`src/nlf_defines.vh`:
```
// Constants for the non-volatile lock, fuse and calibration block
`ifndef NLF_DEFINES_VH
`define NLF_DEFINES_VH
// ==========================================================
// Fuse high byte fields
`define NLF_FH_DEBUG_EN      7
`define NLF_FH_SCAN_EN       6
`define NLF_FH_SERIAL_PROG   5
`define NLF_FH_OSC_OPT       4
`define NLF_FH_KEEP_EE       3
`define NLF_FH_BOOT_SZ_HI    2
`define NLF_FH_BOOT_SZ_LO    1
`define NLF_FH_RST_VEC       0
`define NLF_FUSE_HIGH_RST    8'h99
// ==========================================================
// Fuse low byte fields
`define NLF_FL_BROWN_LVL     7
`define NLF_FL_BROWN_EN      6
`define NLF_FL_SUT_HI        5
`define NLF_FL_SUT_LO        4
`define NLF_FL_CKSEL_HI      3
`define NLF_FL_CKSEL_LO      0
`define NLF_FUSE_LOW_RST     8'hE1
// ==========================================================
// Lock byte fields and erased value
`define NLF_LK_BOOT_UPPER    5
`define NLF_LK_BOOT_LOWER    4
`define NLF_LK_MEM_FIRST     0
`define NLF_LOCK_ERASED      8'hFF
// ==========================================================
// Boot section start per boot-size code (word addresses)
`define NLF_BOOT_START_11    13'h1F80
`define NLF_BOOT_START_10    13'h1F00
`define NLF_BOOT_START_01    13'h1E00
`define NLF_BOOT_START_00    13'h1C00
// ==========================================================
// Signature space addresses
`define NLF_SIG_ADDR_0       2'h0
`define NLF_SIG_ADDR_1       2'h1
`define NLF_SIG_ADDR_2       2'h2
// ==========================================================
// Flash and EEPROM geometry
`define NLF_PC_TOP           12
`define NLF_PC_WORD_HI       5
`define NLF_PC_PAGE_LO       6
`define NLF_EE_TOP           8
`define NLF_EE_BYTE_HI       1
`define NLF_EE_PAGE_LO       2
`endif

```
`src/nlf_core.v`:
```
// Lock gating, fuse latching, signature and calibration readout
// What this block does
// - Boot mode 1 leaves store and load free
// - Boot mode 2 blocks stores into boot
// - Mode 3 blocks boot stores and app loads
// - Mode 4 allows stores, blocks app loads
// - Modes 3,4 mask interrupts in boot code
// - Programmed fuse reads 0, unprogrammed 1
// - Serial-prog fuse untouchable in serial mode
// - Keep-eeprom fuse preserves EEPROM on erase
// - Debug fuse keeps clocks running in sleep
// - Clock select defaults 0001, RC 1MHz
// - Start-up fuses default 10, longest delay
// - Chip erase leaves fuses unchanged
// - Memory lock first freezes fuse writes
// - Fuses latched on programming entry and exit
// - Keep-eeprom fuse acts immediately
// - Fuses latched at power-up normal mode
// - Three signature bytes, readable when locked
// - Four calibration bytes for 1,2,4,8 MHz
// - 1MHz calibration loaded during reset
// - Flash 128 pages of 64 words
// - Lock bits return to 1 only by erase or reset
`include "nlf_defines.vh"
module nlf_core #(
   parameter [7:0] SIG_BYTE0 = 8'hA5,          // Arbitrary identity value
   parameter [7:0] SIG_BYTE1 = 8'h5A,          // Arbitrary identity value
   parameter [7:0] SIG_BYTE2 = 8'h3C,          // Arbitrary identity value
   parameter [7:0] CAL_1MHZ  = 8'h80,          // Calibration trim, 1 MHz
   parameter [7:0] CAL_2MHZ  = 8'h80,          // Calibration trim, 2 MHz
   parameter [7:0] CAL_4MHZ  = 8'h80,          // Calibration trim, 4 MHz
   parameter [7:0] CAL_8MHZ  = 8'h80           // Calibration trim, 8 MHz
) (
   input  wire        i_mclk,                  // System clock
   input  wire        i_rstn,                  // Sync reset, active low
   input  wire        i_prog_mode,             // Programming mode (pin domain)
   input  wire        i_serial_mode,           // Serial programming mode (pin domain)
   input  wire        i_fuse_wr,               // Fuse write strobe
   input  wire        i_fuse_sel_high,         // 1 selects high fuse byte
   input  wire [7:0]  i_fuse_wdata,            // Fuse write data
   input  wire        i_lock_wr,               // Lock write strobe
   input  wire [7:0]  i_lock_wdata,            // Lock write data
   input  wire        i_chip_erase,            // Chip erase strobe
   input  wire        i_sig_rd,                // Signature row read strobe
   input  wire        i_sig_sel_cal,           // 1 reads calibration byte
   input  wire [1:0]  i_sig_addr,              // Signature row address
   input  wire        i_trim_wr,               // Software trim load strobe
   input  wire [7:0]  i_trim_wdata,            // Software trim value
   input  wire        i_pm_store,              // Program-memory store request
   input  wire        i_pm_load,               // Program-memory load request
   input  wire [12:0] i_exec_pc,               // Address of executing instruction
   input  wire [12:0] i_target_addr,           // Target word address
   input  wire        i_vectors_in_boot,       // Interrupt vectors in boot section
   input  wire [8:0]  i_ee_addr,               // EEPROM byte address
   output reg  [7:0]  o_config_fuse_high_byte, // Stored high fuse byte
   output reg  [7:0]  o_config_fuse_low_byte,  // Stored low fuse byte
   output reg  [7:0]  o_lock_byte,             // Stored lock byte
   output reg  [7:0]  o_active_fuse_high,      // Latched high fuses in effect
   output reg  [7:0]  o_active_fuse_low,       // Latched low fuses in effect
   output reg         o_keep_eeprom,           // EEPROM kept through erase
   output reg         o_eeprom_erase,          // One-cycle EEPROM erase pulse
   output reg         o_flash_erase,           // One-cycle flash erase pulse
   output reg         o_clocks_in_sleep,       // Keep clocks running in sleep
   output reg  [7:0]  o_sig_rdata,             // Signature row read data
   output reg  [7:0]  o_oscillator_trim_register, // Oscillator trim value
   output reg         o_store_allow,           // Store permitted
   output reg         o_load_allow,            // Load permitted
   output reg         o_irq_block,             // Interrupts suppressed
   output reg  [6:0]  o_flash_page_select,     // Flash page of target
   output reg  [5:0]  o_flash_word_in_page,    // Word within flash page
   output reg  [6:0]  o_eeprom_page,           // EEPROM page
   output reg  [1:0]  o_eeprom_byte_in_page    // Byte within EEPROM page
);

// ==========================================================
// Pin synchronisers
reg [1:0] prog_sync_r;                         // Programming mode sync chain
reg [1:0] ser_sync_r;                          // Serial mode sync chain
wire      prog_mode = prog_sync_r[1];          // Synchronised programming mode
wire      ser_mode  = ser_sync_r[1];           // Synchronised serial mode

// Two stages, only the second is read by logic. The mode pins come from
// the programmer with no relation to this clock, so every decision below
// sees them two cycles late; the programmer must allow for that.
always @(posedge i_mclk) begin
   if (!i_rstn) begin
      prog_sync_r <= 2'h0;
      ser_sync_r  <= 2'h0;
   end else begin
      prog_sync_r <= {prog_sync_r[0], i_prog_mode};
      ser_sync_r  <= {ser_sync_r[0], i_serial_mode};
   end
end

// ==========================================================
// Stored fuse and lock bytes
// A fuse write needs programming mode and an unprogrammed first memory
// lock; anything else is dropped silently, as the pins give no status.
reg       prog_mode_d_r;                       // Previous programming mode
reg       boot_done_r;                         // Power-up latch already taken
wire      prog_enter = prog_mode & ~prog_mode_d_r;
wire      prog_leave = ~prog_mode & prog_mode_d_r;
wire      fuse_ok    = i_fuse_wr & prog_mode & o_lock_byte[`NLF_LK_MEM_FIRST];
reg [7:0] fh_nxt;                              // Next stored high fuse byte

// Serial-prog fuse keeps its value when written over serial,
// so a serial programmer can never lock itself out of the part
always @* begin
   fh_nxt = i_fuse_wdata;
   if (ser_mode) begin
      fh_nxt[`NLF_FH_SERIAL_PROG] = o_config_fuse_high_byte[`NLF_FH_SERIAL_PROG];
   end
end

// Fuses hold reset value as shipping default; stored bits are active low
always @(posedge i_mclk) begin
   if (!i_rstn) begin
      o_config_fuse_high_byte <= `NLF_FUSE_HIGH_RST;
      o_config_fuse_low_byte  <= `NLF_FUSE_LOW_RST;
      o_lock_byte             <= `NLF_LOCK_ERASED;
   end else begin
      // Chip erase never touches fuses
      if (fuse_ok && i_fuse_sel_high) begin
         o_config_fuse_high_byte <= fh_nxt;
      end
      if (fuse_ok && !i_fuse_sel_high) begin
         o_config_fuse_low_byte <= i_fuse_wdata;
      end
      // Erase restores ones; writes can only clear bits
      // Erase is tested first so that it wins over a lock write in the
      // same cycle; a lock write cannot undo a pending erase.
      if (i_chip_erase && prog_mode) begin
         o_lock_byte <= `NLF_LOCK_ERASED;
      end else if (i_lock_wr && prog_mode) begin
         o_lock_byte <= o_lock_byte & i_lock_wdata;
      end
   end
end

// ==========================================================
// Fuse latching into the active copies
// Latched after release of reset in normal mode, and on programming entry;
// writes in programming mode wait until leaving it.
always @(posedge i_mclk) begin
   if (!i_rstn) begin
      prog_mode_d_r      <= 1'b0;
      boot_done_r        <= 1'b0;
      o_active_fuse_high <= `NLF_FUSE_HIGH_RST;
      o_active_fuse_low  <= `NLF_FUSE_LOW_RST;
   end else begin
      prog_mode_d_r <= prog_mode;
      // Latch on leaving as well, so writes made in programming mode
      // take effect as soon as the part runs again.
      if ((!boot_done_r && !prog_mode) || prog_enter || prog_leave) begin
         boot_done_r        <= 1'b1;
         o_active_fuse_high <= o_config_fuse_high_byte;
         o_active_fuse_low  <= o_config_fuse_low_byte;
      end else if (prog_mode) begin
         // Programming came first: no power-up latch is due any more
         boot_done_r <= 1'b1;
      end
   end
end

// ==========================================================
// Erase outputs and fuse effects
// Keep-eeprom follows the stored fuse directly, not the latched copy
// Erase pulses last one cycle; the memory controllers act on them.
// Stored bit high means unprogrammed, so then the EEPROM is wiped too.
always @(posedge i_mclk) begin
   if (!i_rstn) begin
      o_keep_eeprom     <= 1'b0;
      o_eeprom_erase    <= 1'b0;
      o_flash_erase     <= 1'b0;
      o_clocks_in_sleep <= 1'b0;
   end else begin
      o_keep_eeprom     <= ~o_config_fuse_high_byte[`NLF_FH_KEEP_EE];
      o_flash_erase     <= i_chip_erase & prog_mode;
      o_eeprom_erase    <= i_chip_erase & prog_mode &
                           o_config_fuse_high_byte[`NLF_FH_KEEP_EE];
      o_clocks_in_sleep <= ~o_active_fuse_high[`NLF_FH_DEBUG_EN];
   end
end

// ==========================================================
// Signature and calibration readout, no lock check applied
// The identity bytes stay readable on a locked part on purpose.
always @(posedge i_mclk) begin
   if (!i_rstn) begin
      o_sig_rdata <= 8'h00;
   end else if (i_sig_rd) begin
      if (i_sig_sel_cal) begin
         case (i_sig_addr)
            `NLF_SIG_ADDR_0: o_sig_rdata <= CAL_1MHZ;
            `NLF_SIG_ADDR_1: o_sig_rdata <= CAL_2MHZ;
            `NLF_SIG_ADDR_2: o_sig_rdata <= CAL_4MHZ;
            default:         o_sig_rdata <= CAL_8MHZ;
         endcase
      end else begin
         case (i_sig_addr)
            `NLF_SIG_ADDR_0: o_sig_rdata <= SIG_BYTE0;
            `NLF_SIG_ADDR_1: o_sig_rdata <= SIG_BYTE1;
            `NLF_SIG_ADDR_2: o_sig_rdata <= SIG_BYTE2;
            default:         o_sig_rdata <= 8'h00;
         endcase
      end
   end
end

// Trim register: 1 MHz value loaded in reset, software may override
// Reset wins over a software load in the same cycle.
always @(posedge i_mclk) begin
   if (!i_rstn) begin
      o_oscillator_trim_register <= CAL_1MHZ;
   end else if (i_trim_wr) begin
      o_oscillator_trim_register <= i_trim_wdata;
   end
end

// ==========================================================
// Boot lock decision
// Section test uses the latched boot size, so a new size counts only
// after latching; addresses at or above the boot start are boot.
reg  [12:0] boot_start;                        // Boot section first word
wire [1:0]  boot_sz = o_active_fuse_high[`NLF_FH_BOOT_SZ_HI:`NLF_FH_BOOT_SZ_LO];
wire [1:0]  blb = {o_lock_byte[`NLF_LK_BOOT_UPPER], o_lock_byte[`NLF_LK_BOOT_LOWER]};
wire        tgt_boot  = (i_target_addr >= boot_start);
wire        exec_boot = (i_exec_pc >= boot_start);
reg         st_ok_nxt;                         // Store allowed next
reg         ld_ok_nxt;                         // Load allowed next
reg         irq_nxt;                           // Interrupt block next

// Boot start from boot-size fuses
// Larger boot sections start lower; code 11 gives the smallest one
always @* begin
   case (boot_sz)
      2'h3:    boot_start = `NLF_BOOT_START_11;
      2'h2:    boot_start = `NLF_BOOT_START_10;
      2'h1:    boot_start = `NLF_BOOT_START_01;
      default: boot_start = `NLF_BOOT_START_00;
   endcase
end

// Mode table on the boot lock pair
always @* begin
   st_ok_nxt = 1'b1;
   ld_ok_nxt = 1'b1;
   irq_nxt   = 1'b0;
   // Pair 11 is mode 1, 10 mode 2, 00 mode 3, 01 mode 4
   case (blb)
      2'h3: begin
         st_ok_nxt = 1'b1;
      end
      2'h2: begin
         st_ok_nxt = ~tgt_boot;
      end
      2'h0: begin
         st_ok_nxt = ~tgt_boot;
         ld_ok_nxt = ~(tgt_boot & ~exec_boot);
         irq_nxt   = exec_boot & ~i_vectors_in_boot;
      end
      default: begin
         ld_ok_nxt = ~(tgt_boot & ~exec_boot);
         irq_nxt   = exec_boot & ~i_vectors_in_boot;
      end
   endcase
end

// Registered verdicts, one cycle after the request
// Permission shows only while a request stands; no request gives 0.
always @(posedge i_mclk) begin
   if (!i_rstn) begin
      o_store_allow <= 1'b0;
      o_load_allow  <= 1'b0;
      o_irq_block   <= 1'b0;
   end else begin
      o_store_allow <= i_pm_store & st_ok_nxt;
      o_load_allow  <= i_pm_load & ld_ok_nxt;
      o_irq_block   <= irq_nxt;
   end
end

// ==========================================================
// Page geometry split
// Split is purely positional; page sizes are fixed at 64 words and
// 4 bytes, so no arithmetic is needed on the addresses.
always @(posedge i_mclk) begin
   if (!i_rstn) begin
      o_flash_page_select   <= 7'h00;
      o_flash_word_in_page  <= 6'h00;
      o_eeprom_page         <= 7'h00;
      o_eeprom_byte_in_page <= 2'h0;
   end else begin
      o_flash_page_select   <= i_target_addr[`NLF_PC_TOP:`NLF_PC_PAGE_LO];
      o_flash_word_in_page  <= i_target_addr[`NLF_PC_WORD_HI:0];
      o_eeprom_page         <= i_ee_addr[`NLF_EE_TOP:`NLF_EE_PAGE_LO];
      o_eeprom_byte_in_page <= i_ee_addr[`NLF_EE_BYTE_HI:0];
   end
end

endmodule // nlf_core

```
`config.mk`:
```
export PLATFORM = sky130hd
export DESIGN_NAME = nlf_core
export DESIGN_NICKNAME = d
export VERILOG_FILES = /design/src/nlf_core.v
export VERILOG_INCLUDE_DIRS = /design/src
export SDC_FILE = /design/constraint.sdc
export NUM_CORES = 1
export LEC_CHECK = 0
export BUFFER_PORTS_ARGS = -buffer_cell sky130_fd_sc_hd__buf_2
export CAP_MARGIN = 30
export CORE_MARGIN = 8
export CORE_UTILIZATION = 40
export CTS_CLUSTER_DIAMETER = 60
export DETAILED_ROUTE_END_ITERATION = 6
export PLACE_DENSITY = 0.75
export SLEW_MARGIN = 10
export SYNTH_ARGS = -nofsm -noshare
export SYNTH_HDL_FRONTEND = slang
export SYNTH_SLANG_ARGS = --single-unit
```
`constraint.sdc`:
```
create_clock -name i_mclk -period 1.85 [get_ports i_mclk]
set_input_delay 0.555 -clock i_mclk [delete_from_list [all_inputs] [get_ports i_mclk]]
set_output_delay 0.555 -clock i_mclk [all_outputs]
set_load 0.01 [all_outputs]
```
==> flow_metrics.tcl, run 1 <==
set metrics [dict create \
    status "complete, no violations" \
    postRouteAntennaNets 0 \
    path_cells "and2_4 -> ha_4 -> and4bb_2 -> nand4b_1 -> and3b_1 -> o41a_1" \
    clock_power_share_pct 35.1 \
    synth_top_cell_by_area "dfxtp_1" \
    period_minus_slack_ns 1.82 \
    drtIter0Drc 61 \
    yosysWarnings 0 \
    synth_seq_cells 88 \
    grt_max_degree 49 \
    path_clk_slew_ns 0.09 \
    finClkSkew_ns 0.0123 \
    vias_per_cell 4.64 \
    syn_avg_cell_area_um2 9.56 \
    root_buffer "clkbuf_8" \
    dp_slack_ns -0.181 \
    synthCells 328 \
    cts_sinks 88 \
    slew_headroom_pct 60.7 \
    slowest_stage "o41a_1" \
    p_per_area_nw_per_um2 856 \
    vdd_drop_max_mv 0.471 \
    grt_pass1_vias 2795 \
    hold_ws_ns 0.411 \
    core_area_um2 7650 \
    dieWidth_um 105 \
    drtPass1Iterations 4 \
    slowest_delay_ns 0.39 \
    finalCritPeriodShare_pct 98.1 \
    syn_nets 411 \
    synth_area_um2 3140 \
    combPwrFrac_pct 10.5 \
    cp-start-kind "register" \
    worst_ep_required_time_ns 2.08 \
    worstSetupEndpointType "register" \
    final_area_um2 4280 \
    gp_congestion 0.864 \
    rows 32 \
    p_leak_nw 2.07 \
    area_growth_pct 36.5 \
    clockBufferDepth 2 \
    cp_num_buf_inv 0 \
    max_freq_ghz 0.551 \
    setup_slack_ns 0.0345 \
    cpLargestDelayFamily "simple AND/OR/NAND/NOR gates" \
    setup_viol 0 \
    path_max_fanout 4 \
    tightest_slew_ns 0.589 \
    drc 0 \
    netlist.area_leader.share_pct 56.2 \
    cts_tree "yes" \
    placed_cells 577 \
    hold_viol_final 0 \
    finalWirelength_um 8750 \
    wl_per_cell_um 14.7 \
    path_class "register to register" \
    clk_latency_ns 0.34 \
    dieArea_um2 10900 \
    diodes 0 \
    grt_pass1_wl_um 14300 \
    synth_area_leaders "dfxtp_1 56%, nand2_1 9.0%, and2_1 5.8%" \
    h-tree-depth 3 \
    p_seq_share_pct 54.5 \
    portBuffers 159 \
    ys_seq_area_share_pct 56.2 \
    floorplan.initialDensity_pct 41.0 \
    power.internal_mw 2.78 \
    arrival_ns 2.05 \
    slew_violations 0 \
    switching_share_pct 24.1 \
    vias 2764 \
    grt-ovfl-total 0 \
    place_area_um2 4020 \
    drive_gt1_share_pct 39.9 \
    synthDistinctLibCells 34 \
    rsz0062_at_grt "false" \
    dpl.hpwl_um 6990 \
    track_usage_pct 15.9 \
    die_h_um 105 \
    p_switching_uw 883 \
    antenna_found_initial 0 \
    fin_cells 596 \
    cts-buffers-inserted 9 \
    hp-class "input pin to register" \
    nets 572 \
    ioPinCount 160 \
    maxCapViolCount 0 \
]
[power groups by stage]
stage                     Sequential (mW)  Combinational [mW]  Clock (mW)
after floorplan                      2.07               0.156           0
after global placement               2.04               0.373           0
after detailed placement             2.04               0.381           0
after CTS                            2.00               0.384        1.33
after global routing                 2.01               0.428        1.42
final                                2.00               0.383        1.29
[timing repair]
item	CTS	global route
setup buffers	3	0
hold buffers	0	0
resized for setup	3	5
pin swaps	2	4
setup endpoints to repair	2	3
[worst paths after layout]
check	slack [ns]	startpoint	to	depth (start not counted)
max	0.03	o_active_fuse_high[1]	o_load_allow	6
min	0.41	i_ee_addr[5]	o_eeprom_page[3]	2
max reg2reg	0.03	o_active_fuse_high[1]	o_load_allow	6
min reg2reg	0.44	prog_sync_r[0]	prog_sync_r[1]	1
[flip-flops by register name, indices dropped and copies added, names as in the netlist, 2 cells and up]
signal	cells
o_eeprom_page	7
o_config_fuse_high_byte	8
o_eeprom_byte_in_page	2
o_flash_page_select	7
prog_sync_r	2
o_lock_byte	8
o_sig_rdata	5
o_active_fuse_high	8
o_config_fuse_low_byte	8
ser_sync_r	2
o_flash_word_in_page	6
o_oscillator_trim_register	8
o_active_fuse_low	8
[worst register-to-register path: stages (launching register included)]
cell and delay (ns):
dfxtp_2 0.35, and2_4 0.17, ha_4 0.25, and4bb_2 0.22, nand4b_1 0.10, and3b_1 0.22
o41a_1 0.39
[cells in the mapped netlist, drive strengths merged]
master	instances
and3	2
a21oi	6
dfxtp	88
and2	30
nor2	5
and3b	1
nand4	1
ha	8
o311a	1
o41a	1
and4b	1
nor4bb	1
mux2i	8
nand3	18
and4bb	1
nor2b	19
nor4	2
nand2b	2
inv	7
nand4b	1
o21ai	13
clkbuf	11
buf	7
o21a	1
o2111a	1
nand2	75
a21boi	17
[stage by stage]
stage / util [%] / power (mW) / TNS (ns)
2_1_floorplan: - / 2.23 / 0
3_3_place_gp: 52.5 / 2.41 / -0.175
3_5_place_dp: 52.5 / 2.42 / -0.369
4_1_cts: 55.5 / 3.71 / 0
5_1_grt: 56.0 / 3.86 / 0
6_report: 56.0 / 3.67 / 0
[cells in the final DEF (no fill, tap or decap), types with 3 or more instances in the layout]
| cell | instances |
|---|---|
| clkbuf_8 | 9 |
| dfxtp_1 | 86 |
| inv_1 | 6 |
| and2_1 | 28 |
| nand2_1 | 75 |
| ha_1 | 5 |
| nand3_1 | 18 |
| a21boi_0 | 16 |
| buf_4 | 9 |
| ha_4 | 3 |
| mux2i_1 | 8 |
| o21ai_0 | 12 |
| a21oi_1 | 6 |
| nor2_1 | 4 |
| buf_2 | 159 |
| nor2b_1 | 19 |
[per-layer routing]
metal	global-route usage (%)	up-vias	wire, um
li1	-	1390	-
met1	18.2	1243	3690
met2	26.2	110	4050
met3	6.08	21	759
met4	6.41	0	252
met5	0	-	0
[kinds of logic (layout without fill, tap and decap cells)]
| logic type | after synthesis | count (layout) | share of synthesized area, % |
|---|---|---|---|
| compound gates | 40 | 40 | 8.78 |
| mux | 8 | 8 | 2.55 |
| fa+ha+maj | 8 | 8 | 3.19 |
| flops | 88 | 88 | 56.2 |
| simple gates | 159 | 159 | 25.7 |
| buf+inv | 25 | 191 | 3.63 |
[cell type report]
type	count	area (um^2)
inverters	7	26.3
clock inverters	6	68.8
clock buffers	10	128
repair buffers	168	863
multi-input cells	215	1300
fillers	730	3370
flip-flops and latches	88	1760
well taps	102	128
No activity file was read; power rests on OpenSTA's default activity.
==> run 2: changes to the inputs <==
ABC_AREA = 1   (was unset)
CORE_UTILIZATION = 41   (was 40)
PLACE_DENSITY = 0.76   (was 0.75)
==> flow_metrics.tcl, run 2 <==
set metrics [dict create \
    maxCapViolCount 0 \
    syn_nets 483 \
    ys_seq_area_share_pct 55.7 \
    dieArea_um2 10800 \
    layout_common_cells "159 x buf_2, 104 x nand2_1, 88 x dfxtp_1" \
    slew_violations 0 \
    drive_gt1_share_pct 32.7 \
    track_usage_pct 15.4 \
    root_buffer "clkbuf_8" \
    r2r_end "o_active_fuse_high[1]" \
    postRouteAntennaNets 0 \
    syn_avg_cell_area_um2 7.90 \
    area_growth_pct 33.5 \
    synthCells 400 \
    setup_viol 0 \
    rows 32 \
    grt_pass1_wl_um 13800 \
    finalPower_mw 3.73 \
    post_cts_buffers 0 \
    path_max_fanout 21 \
    p_switching_uw 948 \
    netlist.area_leader.share_pct 55.7 \
    cts_resized 0 \
    cp_num_buf_inv 2 \
    synthDistinctLibCells 24 \
    endpoint "o_active_fuse_high[1]" \
    drtPass1Iterations 4 \
    hold_viol_final 0 \
    yosysWarnings 0 \
    synth_area_um2 3160 \
    fin_util_pct 55.5 \
    tns_ns 0 \
    antenna_found_initial 2 \
    finalWirelength_um 8580 \
    arrival_ns 1.81 \
    rsz0062_at_grt "false" \
    path_clk_slew_ns 0.09 \
    cts_hold_buf 0 \
    synth_seq_cells 88 \
    h-tree-depth 3 \
    grt_max_degree 44 \
    status "complete, no violations" \
    slowest_delay_ns 0.40 \
    p_per_area_nw_per_um2 884 \
    worst_ep_required_time_ns 2.07 \
    clockBufferDepth 2 \
    power.internal_mw 2.78 \
    floorplan.initialDensity_pct 41.6 \
    slew_headroom_pct 67.1 \
    cp-start-kind "register" \
    finClkSkew_ns 0.00852 \
    clk_latency_ns 0.34 \
    drtIter0Drc 79 \
    dieWidth_um 104 \
    finalCritPeriodShare_pct 86.2 \
    gp_congestion 0.794 \
    regToRegStartpoint "prog_sync_r[1]" \
    path_cells "inv_1 -> nand2_1 -> o21ai_2 -> inv_2 -> o21ai_0 -> a21oi_1" \
    wl_per_cell_um 12.9 \
    cts-buffers-inserted 9 \
    worstSetupEndpointType "register" \
    cpLargestDelayFamily "compound AO/OA/AOI/OAI gates" \
    vias 2978 \
    vias_per_cell 4.47 \
    hp-class "input pin to register" \
    place_area_um2 4020 \
    ioPinCount 160 \
    switching_share_pct 25.4 \
    grt-ovfl-total 0 \
    final_common_cell "buf_2" \
    portBuffers 159 \
    final_area_um2 4220 \
    period_minus_slack_ns 1.59 \
    synthArstFlopShare_pct 0 \
    core_area_um2 7610 \
    cts_sinks 88 \
    synth_top_cell_by_area "dfxtp_1" \
    crit_start "prog_sync_r[1]" \
    synth_area_leaders "dfxtp_1 56%, nand2_1 12%, inv_1 7.0%" \
    max_freq_ghz 0.627 \
    nets 640 \
    cts_tree "yes" \
    dpl.hpwl_um 6840 \
    slowest_stage "o21ai_2" \
    rr_worst_depth 6 \
    netlist_top_cells_count "104 x nand2_1, 88 x dfxtp_1, 59 x inv_1, 41 x nor2_1, 29 x o21ai_0" \
    grt_pass1_vias 3032 \
    path_class "register to register" \
    p_seq_share_pct 54.0 \
    clock_power_share_pct 34.7 \
    tightest_slew_ns 0.493 \
    path_depth 6 \
    synth-edff-count 0 \
    synth.most_common_cell "nand2_1" \
    drc 0 \
    p_leak_nw 2.34 \
    ys.flop_type "dfxtp_1" \
    vdd_drop_max_mv 0.394 \
    die_h_um 104 \
    ff2ff_setup_slack_ns 0.26 \
    combPwrFrac_pct 11.3 \
]
[run 2: cell type report]
class,instances,area (um^2)
fillers,751,3390
flip-flops and latches,88,1760
multi-input cells,233,1070
repair buffers,163,826
inverters,62,233
clock buffers,10,128
well taps,102,128
clock inverters,6,68.8
diodes,2,5.00
[run 2: per-stage QoR]
step,hold WS (ns),instances,setup WS (ns)
floorplan,0.390,400,0.440
global placement,0.400,648,0.266
detailed placement,0.398,648,0.243
CTS,0.366,664,0.239
global route,0.390,666,0.0509
finish,0.386,666,0.255
[run 2: routing by layer]
layer  share of wire [%]  vias up  GRT usage (%)
met5                   0        -              0
met2                  48      108           26.8
met4                 2.6        0           7.03
met1                  39     1310           15.2
li1                    -     1545              -
met3                  10       15           7.25
[run 2: cell families after synthesis]
| family | after synthesis | share of synthesized area [%] |
|---|---|---|
| buffers and inverters | 79 | 10.4 |
| AO/OA/AOI/OAI | 56 | 9.26 |
| adder cells (fa/ha/maj) | 8 | 3.17 |
| flip-flops | 88 | 55.7 |
| AND/OR/NAND/NOR | 169 | 21.4 |
[run 2: power by group through the flow]
stage / clock (mW) / combinational (mW) / sequential (mW)
finish: 1.30 / 0.421 / 2.02
global route: 1.40 / 0.476 / 2.03
CTS: 1.35 / 0.429 / 2.02
detailed placement: 0 / 0.428 / 2.06
global placement: 0 / 0.413 / 2.06
floorplan: 0 / 0.180 / 2.10
[run 2: tightest hold or removal path, stage by stage]
cell and delay (ns):
buf_2 0.07, nand2_1 0.04, inv_1 0.04
[run 2: how the worst min path moves through the flow]
stage / endpoint / from / cells after the start
floorplan: prog_sync_r[1] / prog_sync_r[0] / 2
global placement: prog_sync_r[1] / prog_sync_r[0] / 2
detailed placement: ser_sync_r[1] / ser_sync_r[0] / 2
CTS: o_eeprom_page[4] / i_ee_addr[6] / 3
global route: o_eeprom_page[2] / i_ee_addr[4] / 3
finish: o_eeprom_page[4] / i_ee_addr[6] / 3
